==> src/pkg/cga_pkg.sv <==
// shared constants and types for the counter gate and arming control
package cga_pkg;
	// register byte offsets on the axi4-lite bus
	localparam logic [7:0] CGA_CTRL_OFS   = 8'h00;
	localparam logic [7:0] CGA_GATE_OFS   = 8'h04;
	localparam logic [7:0] CGA_STATUS_OFS = 8'h08;
	localparam logic [7:0] CGA_RESULT_OFS = 8'h0c;
	localparam logic [7:0] CGA_CMD_OFS    = 8'h10;
	// control register fields
	localparam int CGA_CTRL_HOLD_BIT = 0;
	localparam int CGA_CTRL_FUNC_LSB = 1;
	localparam int CGA_CTRL_FUNC_W   = 3;
	// command register fields (write one to act)
	localparam int CGA_CMD_ARM_BIT   = 0;
	localparam int CGA_CMD_RESET_BIT = 1;
	// status register fields
	localparam int CGA_ST_ARMED_BIT  = 0;
	localparam int CGA_ST_GATE_BIT   = 1;
	localparam int CGA_ST_READY_BIT  = 2;
	localparam int CGA_ST_OVF_BIT    = 3;
	localparam int CGA_ST_HOLD_BIT   = 4;
	// gate interval limits and default, in microseconds
	localparam int CGA_GATE_MIN_US   = 100;
	localparam int CGA_GATE_MAX_US   = 1000000;
	localparam int CGA_GATE_DEF_US   = 1000000;
	localparam int CGA_CLK_MHZ       = 50;
	localparam int CGA_CYC_PER_US    = CGA_CLK_MHZ;
	// totalize overflow beyond eight decimal digits
	localparam int CGA_TOT_DIGITS    = 8;
	localparam logic [31:0] CGA_TOT_MAX = 32'h05f5e0ff;
	// measurement functions
	typedef enum logic [2:0]
	{
		CGA_FN_FREQ            = 3'h0,
		CGA_FN_PER             = 3'h1,
		CGA_FN_PERIOD_AVERAGED = 3'h2,
		CGA_FN_PULS            = 3'h3,
		CGA_FN_ITOT            = 3'h4,
		CGA_FN_GATED_TOTALIZE  = 3'h5
	} cga_func_t;
	// gate sequencer states, gray along idle-armed-open-done
	typedef enum logic [1:0]
	{
		CGA_ST_IDLE  = 2'b00,
		CGA_ST_ARMED = 2'b01,
		CGA_ST_OPEN  = 2'b11,
		CGA_ST_DONE  = 2'b10
	} cga_state_t;
endpackage

==> src/rtl/cga_sync.sv <==
// two flip-flop synchroniser with edge output for the counter input pin
`timescale 1ns/1ns
module cga_sync
(
	input  wire logic aclk,
	input  wire logic aresetn,
	input  wire logic pin,
	output logic      level,
	output logic      rise
);
	logic meta;
	logic stage;
	logic prev;
	logic next_meta;
	logic next_stage;
	logic next_prev;

	// only the second stage is looked at, the first may be metastable
	always_comb
	begin
		next_meta  = pin;
		next_stage = meta;
		next_prev  = stage;
	end

	always_ff @(posedge aclk)
	begin
		if (!aresetn)
		begin
			meta  <= 1'b0;
			stage <= 1'b0;
			prev  <= 1'b0;
		end
		else
		begin
			meta  <= next_meta;
			stage <= next_stage;
			prev  <= next_prev;
		end
	end

	assign level = stage;
	assign rise  = stage & ~prev;
endmodule

==> src/rtl/cga_top.sv <==
// counter gate and arming control with an axi4-lite register slave
`timescale 1ns/1ns
// Contract
// - continuous mode re-arms itself and reports every valid signal's result
// - hold mode waits for an arm, measures one signal, presents one result
// - display mode comes out of reset as continuous
// - gate interval times frequency, period averaged and gated totalize
// - gate accepts 100e-6 to 1 s, defaults 1 s, reads back
// - a measurement starts only when armed and a valid signal arrives
// - continuous mode: the first valid signal after re-arming opens the gate, new cycle
// - hold mode: from idle or done, gate stays shut until an arm or counter reset is received
// - result read before gate completes stalls the bus until done
// - counter reset command clears the counter and arms it
// - gated totalize opens on first signal, holds count, flags overflow
module cga_top
	import cga_pkg::*;
#(
	parameter int GATE_DEF_US = CGA_GATE_DEF_US
)
(
	input  wire logic        aclk,
	input  wire logic        aresetn,
	input  wire logic        count_in,
	input  wire logic [7:0]  s_axi_awaddr,
	input  wire logic        s_axi_awvalid,
	output logic             s_axi_awready,
	input  wire logic [31:0] s_axi_wdata,
	input  wire logic [3:0]  s_axi_wstrb,
	input  wire logic        s_axi_wvalid,
	output logic             s_axi_wready,
	output logic [1:0]       s_axi_bresp,
	output logic             s_axi_bvalid,
	input  wire logic        s_axi_bready,
	input  wire logic [7:0]  s_axi_araddr,
	input  wire logic        s_axi_arvalid,
	output logic             s_axi_arready,
	output logic [31:0]      s_axi_rdata,
	output logic [1:0]       s_axi_rresp,
	output logic             s_axi_rvalid,
	input  wire logic        s_axi_rready,
	output logic             gate_open
);
	localparam logic [1:0] RESP_OK  = 2'b00;
	localparam logic [1:0] RESP_ERR = 2'b10;

	logic        in_rise;
	cga_state_t  state, next_state;
	logic        hold_mode, next_hold_mode;
	cga_func_t   func, next_func;
	logic [31:0] gate_us, next_gate_us;
	logic [31:0] gate_cnt, next_gate_cnt;
	logic [31:0] acc, next_acc;
	logic [31:0] result, next_result;
	logic        ovf, next_ovf;
	logic        ready, next_ready;
	logic        aw_held, next_aw_held;
	logic [7:0]  aw_addr, next_aw_addr;
	logic        w_held, next_w_held;
	logic [31:0] w_data, next_w_data;
	logic        bvalid, next_bvalid;
	logic [1:0]  bresp, next_bresp;
	logic        ar_held, next_ar_held;
	logic [7:0]  ar_addr, next_ar_addr;
	logic        rvalid, next_rvalid;
	logic [31:0] rdata, next_rdata;
	logic [1:0]  rresp, next_rresp;
	logic        do_write, cmd_arm, cmd_reset;
	logic        gate_end, gated_fn, read_stall;
	logic [31:0] gate_cycles;

	cga_sync u_sync
	(
		.aclk    (aclk),
		.aresetn (aresetn),
		.pin     (count_in),
		.level   (),
		.rise    (in_rise)
	);

	// a write completes once both address and data are held and no response waits
	assign do_write  = aw_held && w_held && !bvalid;
	assign cmd_arm   = do_write && (aw_addr == CGA_CMD_OFS) && w_data[CGA_CMD_ARM_BIT];
	assign cmd_reset = do_write && (aw_addr == CGA_CMD_OFS) && w_data[CGA_CMD_RESET_BIT];
	// gated functions use the programmed interval; period modes close on the next edge
	assign gated_fn  = (func == CGA_FN_FREQ) || (func == CGA_FN_PERIOD_AVERAGED)
		|| (func == CGA_FN_GATED_TOTALIZE);
	assign gate_cycles = gate_us * CGA_CYC_PER_US;
	assign gate_end  = gated_fn ? (gate_cnt >= gate_cycles - 32'h1) : in_rise;
	// a result read with no finished result waits
	assign read_stall = ar_held && (ar_addr == CGA_RESULT_OFS) && !ready;

	// register file and write channel
	always_comb
	begin
		next_aw_held   = aw_held;
		next_aw_addr   = aw_addr;
		next_w_held    = w_held;
		next_w_data    = w_data;
		next_bvalid    = bvalid;
		next_bresp     = bresp;
		next_hold_mode = hold_mode;
		next_func      = func;
		next_gate_us   = gate_us;
		if (s_axi_awvalid && s_axi_awready)
		begin
			next_aw_held = 1'b1;
			next_aw_addr = s_axi_awaddr;
		end
		if (s_axi_wvalid && s_axi_wready)
		begin
			next_w_held = 1'b1;
			next_w_data = s_axi_wdata;
		end
		if (do_write)
		begin
			next_aw_held = 1'b0;
			next_w_held  = 1'b0;
			next_bvalid  = 1'b1;
			next_bresp   = RESP_OK;
			case (aw_addr)
				CGA_CTRL_OFS:
				begin
					next_hold_mode = w_data[CGA_CTRL_HOLD_BIT];
					next_func = cga_func_t'(w_data[CGA_CTRL_FUNC_LSB +: CGA_CTRL_FUNC_W]);
				end
				CGA_GATE_OFS:
				begin
					// out-of-range interval is refused with slverr
					if (w_data >= CGA_GATE_MIN_US && w_data <= CGA_GATE_MAX_US)
						next_gate_us = w_data;
					else
						next_bresp = RESP_ERR;
				end
				CGA_CMD_OFS:
					next_bresp = RESP_OK;
				default:
					next_bresp = RESP_ERR;
			endcase
		end
		if (bvalid && s_axi_bready)
			next_bvalid = 1'b0;
	end

	// read channel; status and result show the block's own state
	always_comb
	begin
		next_ar_held = ar_held;
		next_ar_addr = ar_addr;
		next_rvalid  = rvalid;
		next_rdata   = rdata;
		next_rresp   = rresp;
		if (s_axi_arvalid && s_axi_arready)
		begin
			next_ar_held = 1'b1;
			next_ar_addr = s_axi_araddr;
		end
		if (ar_held && !rvalid && !read_stall)
		begin
			next_ar_held = 1'b0;
			next_rvalid  = 1'b1;
			next_rresp   = RESP_OK;
			next_rdata   = 32'h0;
			case (ar_addr)
				CGA_CTRL_OFS:
				begin
					next_rdata[CGA_CTRL_HOLD_BIT] = hold_mode;
					next_rdata[CGA_CTRL_FUNC_LSB +: CGA_CTRL_FUNC_W] = func;
				end
				CGA_GATE_OFS:
					next_rdata = gate_us;
				CGA_STATUS_OFS:
				begin
					next_rdata[CGA_ST_ARMED_BIT] = (state == CGA_ST_ARMED);
					next_rdata[CGA_ST_GATE_BIT]  = (state == CGA_ST_OPEN);
					next_rdata[CGA_ST_READY_BIT] = ready;
					next_rdata[CGA_ST_OVF_BIT]   = ovf;
					next_rdata[CGA_ST_HOLD_BIT]  = hold_mode;
				end
				CGA_RESULT_OFS:
					next_rdata = result;
				CGA_CMD_OFS:
					next_rdata = 32'h0;
				default:
					next_rresp = RESP_ERR;
			endcase
		end
		if (rvalid && s_axi_rready)
			next_rvalid = 1'b0;
	end

	// gate sequencer: arming, gate timing and result latching
	always_comb
	begin
		next_state    = state;
		next_gate_cnt = gate_cnt;
		next_acc      = acc;
		next_result   = result;
		next_ovf      = ovf;
		next_ready    = ready;
		// a completed result read in continuous mode hands the reading over
		if (rvalid && s_axi_rready && ar_addr == CGA_RESULT_OFS && !hold_mode)
			next_ready = 1'b0;
		case (state)
			CGA_ST_IDLE:
			begin
				// continuous mode arms itself, hold waits for a command
				if (!hold_mode || cmd_arm)
					next_state = CGA_ST_ARMED;
			end
			CGA_ST_ARMED:
			begin
				if (in_rise)
				begin
					next_state    = CGA_ST_OPEN;
					next_gate_cnt = 32'h0;
					next_acc      = 32'h1; // opening edge, or opening cycle, counts as one
					next_ovf      = 1'b0;
				end
			end
			CGA_ST_OPEN:
			begin
				next_gate_cnt = gate_cnt + 32'h1;
				// period modes count clock cycles, the others count edges; all saturate
				if (func == CGA_FN_PER || func == CGA_FN_PULS || in_rise)
				begin
					if (acc == CGA_TOT_MAX)
						next_ovf = 1'b1;
					else
						next_acc = acc + 32'h1;
				end
				// totalize without a gate stays open until a reset command
				if (func != CGA_FN_ITOT && gate_end)
				begin
					next_result = acc;
					next_ready  = 1'b1;
					next_state  = hold_mode ? CGA_ST_DONE : CGA_ST_IDLE;
				end
			end
			CGA_ST_DONE:
				// a reading is kept until armed; leaving hold mode resumes self-arming
				next_state = hold_mode ? CGA_ST_DONE : CGA_ST_IDLE;
			default:
				next_state = CGA_ST_IDLE;
		endcase
		// a hold-mode arm after a reading starts over
		if (state == CGA_ST_DONE && cmd_arm)
		begin
			next_state = CGA_ST_ARMED;
			next_ready = 1'b0;
		end
		// counter reset clears and arms, overriding everything else
		if (cmd_reset)
		begin
			next_state    = CGA_ST_ARMED;
			next_gate_cnt = 32'h0;
			next_acc      = 32'h0;
			next_result   = 32'h0;
			next_ovf      = 1'b0;
			next_ready    = 1'b0;
		end
	end

	always_ff @(posedge aclk)
	begin
		if (!aresetn)
		begin
			state     <= CGA_ST_IDLE;
			hold_mode <= 1'b0;
			func      <= CGA_FN_FREQ;
			gate_us   <= GATE_DEF_US;
			{gate_cnt, acc, result, ovf, ready}               <= '0;
			{aw_held, aw_addr, w_held, w_data, bvalid, bresp} <= '0;
			{ar_held, ar_addr, rvalid, rdata, rresp}          <= '0;
		end
		else
		begin
			state     <= next_state;
			hold_mode <= next_hold_mode;
			func      <= next_func;
			gate_us   <= next_gate_us;
			gate_cnt  <= next_gate_cnt;
			acc       <= next_acc;
			result    <= next_result;
			ovf       <= next_ovf;
			ready     <= next_ready;
			aw_held   <= next_aw_held;
			aw_addr   <= next_aw_addr;
			w_held    <= next_w_held;
			w_data    <= next_w_data;
			bvalid    <= next_bvalid;
			bresp     <= next_bresp;
			ar_held   <= next_ar_held;
			ar_addr   <= next_ar_addr;
			rvalid    <= next_rvalid;
			rdata     <= next_rdata;
			rresp     <= next_rresp;
		end
	end

	// awready and wready are high while their holding slot is empty, arready while ar_held and rvalid are both low
	assign s_axi_awready = !aw_held;
	assign s_axi_wready  = !w_held;
	assign s_axi_arready = !ar_held && !rvalid;
	assign s_axi_bvalid  = bvalid;
	assign s_axi_bresp   = bresp;
	assign s_axi_rvalid  = rvalid;
	assign s_axi_rdata   = rdata;
	assign s_axi_rresp   = rresp;
	assign gate_open     = (state == CGA_ST_OPEN);
endmodule

==> config.mk <==
export PLATFORM = sky130hd
export DESIGN_NAME = cga_top
export DESIGN_NICKNAME = d
export VERILOG_FILES = /design/src/pkg/cga_pkg.sv /design/src/rtl/cga_sync.sv /design/src/rtl/cga_top.sv
export SDC_FILE = /design/constraint.sdc
export NUM_CORES = 1
export LEC_CHECK = 0
export BUFFER_PORTS_ARGS = -buffer_cell sky130_fd_sc_hd__buf_4
export CAP_MARGIN = 10
export CORE_MARGIN = 2
export CORE_UTILIZATION = 59
export DETAILED_ROUTE_END_ITERATION = 8
export PLACE_DENSITY = 0.84
export SYNTH_ARGS = -nofsm -noshare
export SYNTH_HDL_FRONTEND = slang
export SYNTH_SLANG_ARGS = --single-unit
==> constraint.sdc <==
create_clock -name aclk -period 7.8 [get_ports aclk]
set_input_delay 0.78 -clock aclk [delete_from_list [all_inputs] [get_ports aclk]]
set_output_delay 0.78 -clock aclk [all_outputs]
set_load 0.005 [all_outputs]
==> out/qor.yml, run 1 <==
status: "complete, no violations"
worstPathArrival_ns: 7.50
ir_drop_uv: 163
switching_share_pct: 24.0
cts_setup_buffers: 0
antenna_found_initial: 0
slew_headroom_pct: 23.4
synth.top_cell.area_share_pct: 32.6
synthCells: 1665
grt_usage_pct: 27.5
p_comb_share_pct: 9.0
via_count: 12200
clk_latency_ns: 0.53
ctsResizeCount: 0
cts_tree: "yes"
period_share_pct: 90.6
p_clk_share_pct: 43.4
synthArstFlopShare_pct: 0
hold_viol: 0
ys.flop_type: "dfxtp_1"
grt_pass1_wl_um: 56100
maxCapViolations: 0
clk_root_buffer_cell: "clkbuf_16"
drtIter0Drc: 876
setup_violations: 0
end_kind: "flop"
dr.pass1.iters: 5
gp_congestion: 0.885
p_switching_mw: 0.620
synth_edf_count: 0
start_util_pct: 59.7
hp-class: "flop to flop"
cp_slowest_stage_delay_ns: 0.54
cts.clk_slew.worst_paths_ns: 0.06
leakage_nw: 7.11
ys_seq_area_share_pct: 32.6
path_max_fanout: 35
path_delay_family: "compound AO/OA/AOI/OAI gates"
tightest_slew_ns: 1.14
cts_max_level: 1
fp.dieW_um: 157
yosysWarnings: 0
rows: 56
crit_buf_inv: 3
port-buffer-count: 95
ios: 102
dieArea_um2: 24800
synth_area_um2: 13900
wirelength_um: 34100
required_ns: 8.24
timing.fmax_ghz: 0.142
power_density_nw_per_um2: 166
cts_buffers: 23
routedWlPerCell_um: 16.6
hpwl_um: 24500
critical_path.slowest_cell: "dfxtp_1"
grt_max_degree: 58
cts_max_path_buffers: 3
drive_gt1_share_pct: 10.1
drc_errors: 0
dpl_worst_slack_ns: 0.913
skew_ns: 0.0176
criticalPathCategory: "flop to flop"
rsz0062_at_grt: "no"
hold_buffers: 0
yosysTopAreaCell: "dfxtp_1"
overflow: 0
die_h_um: 157
drtAntennaViolNets: 0
grt_pass1_vias: 11500
fp.coreArea_um2: 23300
avgViaCountPerCell: 5.96
timing.hold.ws_ns: 0.434
synth-seq-cells: 226
n_antenna_cell: 0
power.share.sequential_pct: 47.6
period_minus_slack_ns: 7.06
area.growth.synth_to_final_pct: 12.0
p_int_mw: 1.97
startpoint_type: "flop"
cts.sinks: 226
syn_avg_cell_area_um2: 8.34
setup_tns_ns: 0
maxSlewViolCount: 0
synth.area.top_cells: "dfxtp_1, ha_1, mux2i_1"
ys_types: 78
setup_ws_ns: 0.737
fin_nets: 1919
cells by family after synthesis:
kind of cell,after synthesis,synth area share [%]
XOR/XNOR,67,4.22
AO/OA/AOI/OAI,312,15.1
adder cells (fa/ha/maj),141,14.0
AND/OR/NAND/NOR,622,22.0
flip-flops,226,32.6
buffers and inverters,220,6.13
other,1,0.0270
multiplexers,76,5.88
layout make-up:
class,count,area [um^2]
flip-flops and latches,226,4520
multi-input cells,1220,8540
clock buffers,35,681
fillers,1850,7710
inverters,143,537
repair buffers,104,781
clock inverters,7,95.1
well taps,319,399
placed cells by master, fill, tap and decap left out, drive strengths merged, types with 8 or more instances in the layout:
cell type	n
and2	12
a21boi	13
nand2b	8
nand3	60
inv	144
and3	31
o21a	14
xor2	23
nand2	163
fa	25
mux2i	67
nor2	174
a211oi	12
dfxtp	226
buf	104
o21ai	44
or3	22
ha	116
xnor2	44
a221oi	34
clkbuf	35
a31oi	9
o211ai	20
nor2b	27
a21oi	96
nor4	17
a21o	29
nor3	48
nand4	27
state kept, by name, summed over array words and instances, names as in the netlist, 8 cells and up:
register,cells
result,32
aw_addr,8
gate_cnt,32
w_data,32
acc,32
gate_us,32
ar_addr,8
s_axi_rdata,32
cells in the mapped netlist, types with 29 or more instances:
| master | number |
|---|---|
| a21o_1 | 29 |
| a21oi_1 | 96 |
| a221oi_1 | 32 |
| and3_1 | 31 |
| clkbuf_1 | 59 |
| dfxtp_1 | 226 |
| ha_1 | 116 |
| inv_1 | 142 |
| mux2i_1 | 67 |
| nand2_1 | 163 |
| nand3_1 | 60 |
| nor2_1 | 174 |
| nor3_1 | 47 |
| o21ai_0 | 39 |
| xnor2_1 | 44 |
worst reg2reg max path: cells and delay by family (launching register included):
kind,cells,cell delay (ns)
and+or+nand+nor,6,1.19
adders and majority gates,5,1.80
xor gates and xnor gates,1,0.16
AOI/OAI and AO/OA,11,2.71
buffers and inverters,3,0.60
DFF,1,0.54
per-stage QoR:
step | utilization [%] | std cells | cell area (um^2) | power [mW]
detailed placement | 63.5 | 2012 | 14800 | 1.48
CTS | 66.9 | 2054 | 15600 | 2.59
finish | 66.9 | 2054 | 15600 | 2.59
floorplan | - | 1666 | 13900 | 1.38
global route | 66.9 | 2054 | 15600 | 2.67
global placement | 63.5 | 2012 | 14800 | 1.47
final timing paths:
kind	start	to	slack (ns)	cells after the start
worst max-delay path	gate_us[5]$_SDFFE_PN0P_	state[0]$_SDFFE_PN0P_	0.74	26
worst min-delay path	u_sync.meta$_SDFF_PN0_	u_sync.level$_SDFF_PN0_	0.43	1
worst max register to register	gate_us[5]$_SDFFE_PN0P_	state[0]$_SDFFE_PN0P_	0.74	26
worst min register to register	u_sync.meta$_SDFF_PN0_	u_sync.level$_SDFF_PN0_	0.43	1
per-layer routing:
| layer | share of wire [%] | vias up | track usage [%] |
|---|---|---|---|
| li1 | - | 5927 | - |
| met1 | 43 | 5817 | 36.0 |
| met2 | 47 | 402 | 46.5 |
| met3 | 6.4 | 89 | 3.52 |
| met4 | 3.6 | 0 | 10.2 |
| met5 | 0 | - | 0 |
power groups by stage:
stage | sequential, mW | combinational, mW | clock (mW)
detailed placement | 1.25 | 0.228 | 0
finish | 1.23 | 0.233 | 1.12
floorplan | 1.24 | 0.137 | 0
global placement | 1.25 | 0.222 | 0
global route | 1.23 | 0.257 | 1.18
CTS | 1.23 | 0.231 | 1.13
No activity file was read; power rests on OpenSTA's default activity.
==> run 2: changes to the inputs <==
Settings changed: CAP_MARGIN 10 to not set.
Clock period 7.8 ns to 7.74 ns, I/O delays scaled along.
==> run 2 against run 1 <==
Effect of this change: sequential share of layout area decreased by 0.19 points; clock power increased by 13%; clock skew decreased by 0.0028 ns; critical path type unchanged; largest power group is now the clock network.
==> out/qor.yml, run 2 (same netlist as run 1, synthesis figures left out) <==
power_density_nw_per_um2: 174
drtIter0Drc: 898
cts_max_path_buffers: 3
wl_met3_um: 2260
required_ns: 8.15
avgViaCountPerCell: 5.91
grt_usage_pct: 27.3
instances_no_fill: 2056
rsz0062_at_grt: "no"
ctsResizeCount: 0
dpl_worst_slack_ns: 0.847
tightest_slew_ns: 1.12
cts_setup_buffers: 0
ios: 102
final_area_um2: 15700
hold_viol: 0
placed_cells: 2012
hp-class: "flop to flop"
drc_errors: 0
fin_nets: 1921
wl_met2_um: 15600
skew_ns: 0.0149
leakage_nw: 7.16
die_h_um: 157
cp_slowest_stage_delay_ns: 0.53
hold_buffers: 0
grt_max_degree: 58
fp.coreArea_um2: 23300
area.growth.synth_to_final_pct: 12.7
crit_buf_inv: 3
cts_buffers: 25
cts_tree: "yes"
timing.hold.ws_ns: 0.434
criticalPathCategory: "flop to flop"
path_max_fanout: 35
ir_drop_uv: 197
routedWlPerCell_um: 16.3
n_antenna_cell: 0
antenna_found_initial: 1
drt-met1-wl_um: 14400
worstPathArrival_ns: 7.39
dr.pass1.iters: 5
grt_pass1_vias: 11400
cts.clk_slew.worst_paths_ns: 0.06
setup_tns_ns: 0
setup_ws_ns: 0.758
via_count: 12200
timing.fmax_ghz: 0.143
cts_max_level: 1
overflow: 0
status: "complete, no violations"
path_common_cell: "ha_1"
grt_pass1_wl_um: 55600
period_minus_slack_ns: 6.98
slew_headroom_pct: 25.3
mostFrequentLayoutCells: "dfxtp_1, nor2_1, nand2_1"
path_depth: 26
port-buffer-count: 95
drive_gt1_share_pct: 10.4
period_share_pct: 90.2
path_delay_family: "adder cells"
fp.dieW_um: 157
dieArea_um2: 24800
cts.sinks: 226
total_power_mw: 2.73
reg2reg_depth: 26
wirelength_um: 33600
hpwl_um: 24600
end_kind: "flop"
top_layer_used: "met5"
rows: 56
clk_latency_ns: 0.53
hold_depth: 1
place_area_um2: 14800
maxCapViolations: 0
critical_path.slowest_cell: "dfxtp_1"
gp_congestion: 0.883
finalCoreUtilization_pct: 67.3
startpoint_type: "flop"
clk_root_buffer_cell: "clkbuf_16"
maxSlewViolCount: 0
start_util_pct: 59.7
setup_violations: 0
drtAntennaViolNets: 0
final_common_cell: "dfxtp_1"
## run 2: final timing paths
kind	start	endpoint	slack, ns
worst max-delay path	gate_us[4]$_SDFFE_PN0P_	result[27]$_SDFFE_PP0P_	0.76
worst min-delay path	u_sync.meta$_SDFF_PN0_	u_sync.level$_SDFF_PN0_	0.43
worst max register to register	gate_us[4]$_SDFFE_PN0P_	result[27]$_SDFFE_PP0P_	0.76
worst min register to register	u_sync.meta$_SDFF_PN0_	u_sync.level$_SDFF_PN0_	0.43
## run 2: final cells by class
class | count | area [um^2]
Tap cell | 319 | 399
Clock buffer | 33 | 706
Inverter | 143 | 537
Fill cell | 1874 | 7600
Multi-Input combinational cell | 1220 | 8540
Clock inverter | 11 | 174
Sequential cell | 226 | 4520
Timing Repair Buffer | 104 | 781
## run 2: per-layer routing
layer	up-vias	GRT usage, %
met5	-	0
met2	376	45.4
li1	5946	-
met4	2	10.4
met3	85	4.74
met1	5750	35.3
## run 2: where the power goes
part	switching [mW]	total [mW]	internal, mW
sequential	0.0353	1.24	1.20
combinational	0.130	0.234	0.104
clock	0.483	1.26	0.775
total	0.648	2.73	2.08
==> run 3: changes to the inputs <==
==> constraint.sdc (replaced) <==
create_clock -name aclk -period 7.74 [get_ports aclk]
set_input_delay 1.548 -clock aclk [delete_from_list [all_inputs] [get_ports aclk]]
set_output_delay 1.548 -clock aclk [all_outputs]
set_load 0.005 [all_outputs]
==> run 3 against run 2 <==
Effect of this change: register-to-register slack improved by 0.06 ns; first-iteration DRC count increased by 3.6%; core utilization barely moved; clock power about the same; combinational power is essentially flat; largest cell class unchanged; fmax grew 0.82%; highest routed layer is now met4.
==> out/qor.yml, run 3 (same netlist as run 1, synthesis figures left out) <==
critical_path.slowest_cell: "a211oi_1"
p_clk_share_pct: 46.3
worstPathArrival_ns: 7.31
ff2ff_setup_slack_ns: 0.81
wl_met2_um: 16000
p_switching_mw: 0.649
mostFrequentLayoutCells: "dfxtp_1, nor2_1, nand2_1"
hold_viol: 0
status: "complete, no violations"
seqCellArea_um2: 4520
cts_tree: "yes"
via_count: 12100
ios: 102
hpwl_um: 24600
startpoint_type: "flop"
fp.coreArea_um2: 23300
criticalPathCategory: "flop to flop"
gp_congestion: 0.889
switching_share_pct: 23.7
clk_latency_ns: 0.53
end_kind: "flop"
multiInputGateArea_um2: 8540
setup_violations: 0
wirelength_um: 33900
power.share.sequential_pct: 45.3
cts_max_path_buffers: 3
timing.fmax_ghz: 0.144
grt_pass1_wl_um: 55200
path_depth: 26
total_power_mw: 2.74
ir_drop_uv: 181
cts.clk_slew.worst_paths_ns: 0.06
power_density_nw_per_um2: 175
start_util_pct: 59.7
leakage_nw: 7.15
required_ns: 8.13
fin_nets: 1920
drt-met1-wl_um: 14800
r2r_end: "result[7]$_SDFFE_PP0P_"
placed_cells: 2011
cts_max_level: 1
ctsResizeCount: 0
overflow: 0
avgViaCountPerCell: 5.89
cts.sinks: 226
cp_slowest_stage_delay_ns: 0.53
skew_ns: 0.0160
startpoint: "gate_us[5]$_SDFFE_PN0P_"
grt_usage_pct: 27.1
hp-class: "flop to flop"
dieArea_um2: 24800
finalCoreUtilization_pct: 67.3
fp.dieW_um: 157
cts_buffers: 25
slew_headroom_pct: 23.8
maxCapViolations: 0
cp-endpoint: "result[7]$_SDFFE_PP0P_"
antenna_found_initial: 1
path_common_cell: "ha_1"
dr.pass1.iters: 5
drc_errors: 0
port-buffer-count: 95
clk_root_buffer_cell: "clkbuf_16"
cts_setup_buffers: 0
area.growth.synth_to_final_pct: 12.7
reg2reg_depth: 26
crit_buf_inv: 3
maxSlewViolCount: 0
setup_tns_ns: 0
r2r-start: "gate_us[5]$_SDFFE_PN0P_"
wl_met3_um: 2060
instances_no_fill: 2057
rsz0062_at_grt: "no"
rows: 56
die_h_um: 157
path_max_fanout: 35
grt_max_degree: 58
fillerInstances: 1830
path_delay_family: "compound AO/OA/AOI/OAI gates"
grt_pass1_vias: 11400
p_comb_share_pct: 8.4
drtAntennaViolNets: 0
top_layer_used: "met4"
tightest_slew_ns: 1.13
period_minus_slack_ns: 6.93
drtIter0Drc: 930
period_share_pct: 89.5
drive_gt1_share_pct: 10.2
routedWlPerCell_um: 16.5
final_common_cell: "dfxtp_1"
hold_buffers: 0
p_int_mw: 2.09
run 3: metal layers:
layer,GRT usage [%],vias to the layer above
li1,-,5923
met1,35.1,5773
met2,46.1,333
met3,4.30,77
met4,8.92,0
met5,0,-
run 3: power by group through the flow:
stage	logic, mW	registers [mW]	clock network [mW]
after floorplan	0.138	1.25	0
after global placement	0.221	1.26	0
after detailed placement	0.228	1.26	0
after CTS	0.229	1.24	1.27
after global routing	0.252	1.24	1.33
final	0.231	1.24	1.27
run 3: stage by stage:
stage	setup WS, ns	hold slack (ns)	area (um^2)
2_1_floorplan	1.75	0.412	13900
3_3_place_gp	1.02	0.413	14800
3_5_place_dp	0.881	0.422	14800
4_1_cts	0.850	0.439	15700
5_1_grt	0.357	0.462	15700
6_report	0.814	0.440	15700
run 3: worst min path at each step:
stage | slack (ns) | start | cells after the start | end
floorplan | 0.41 | u_sync.meta$_SDFF_PN0_ | 1 | u_sync.level$_SDFF_PN0_
global route | 0.46 | u_sync.level$_SDFF_PN0_ | 1 | u_sync.prev$_SDFF_PN0_
finish | 0.44 | u_sync.meta$_SDFF_PN0_ | 1 | u_sync.level$_SDFF_PN0_
CTS | 0.44 | u_sync.meta$_SDFF_PN0_ | 1 | u_sync.level$_SDFF_PN0_
detailed placement | 0.42 | u_sync.meta$_SDFF_PN0_ | 1 | u_sync.level$_SDFF_PN0_
global placement | 0.41 | u_sync.meta$_SDFF_PN0_ | 1 | u_sync.level$_SDFF_PN0_
run 3: cell type report:
type                    instances  area share (%)
multi-input cells            1220            54.6
inverters                     143            3.43
diodes                          1          0.0160
clock buffers                  32            4.29
clock inverters                13            1.31
well taps                     319            2.55
repair buffers                103            4.94
flip-flops and latches        226            28.9
run 3: worst reg2reg max path: cells and delay by family, from the launching register on:
family	cells	cell delay, ns
buf+inv	3	0.58
compound gates	9	2.19
mux	1	0.31
fa+ha+maj	5	1.80
simple gates	7	1.26
xor+xnor	1	0.16
flops	1	0.50
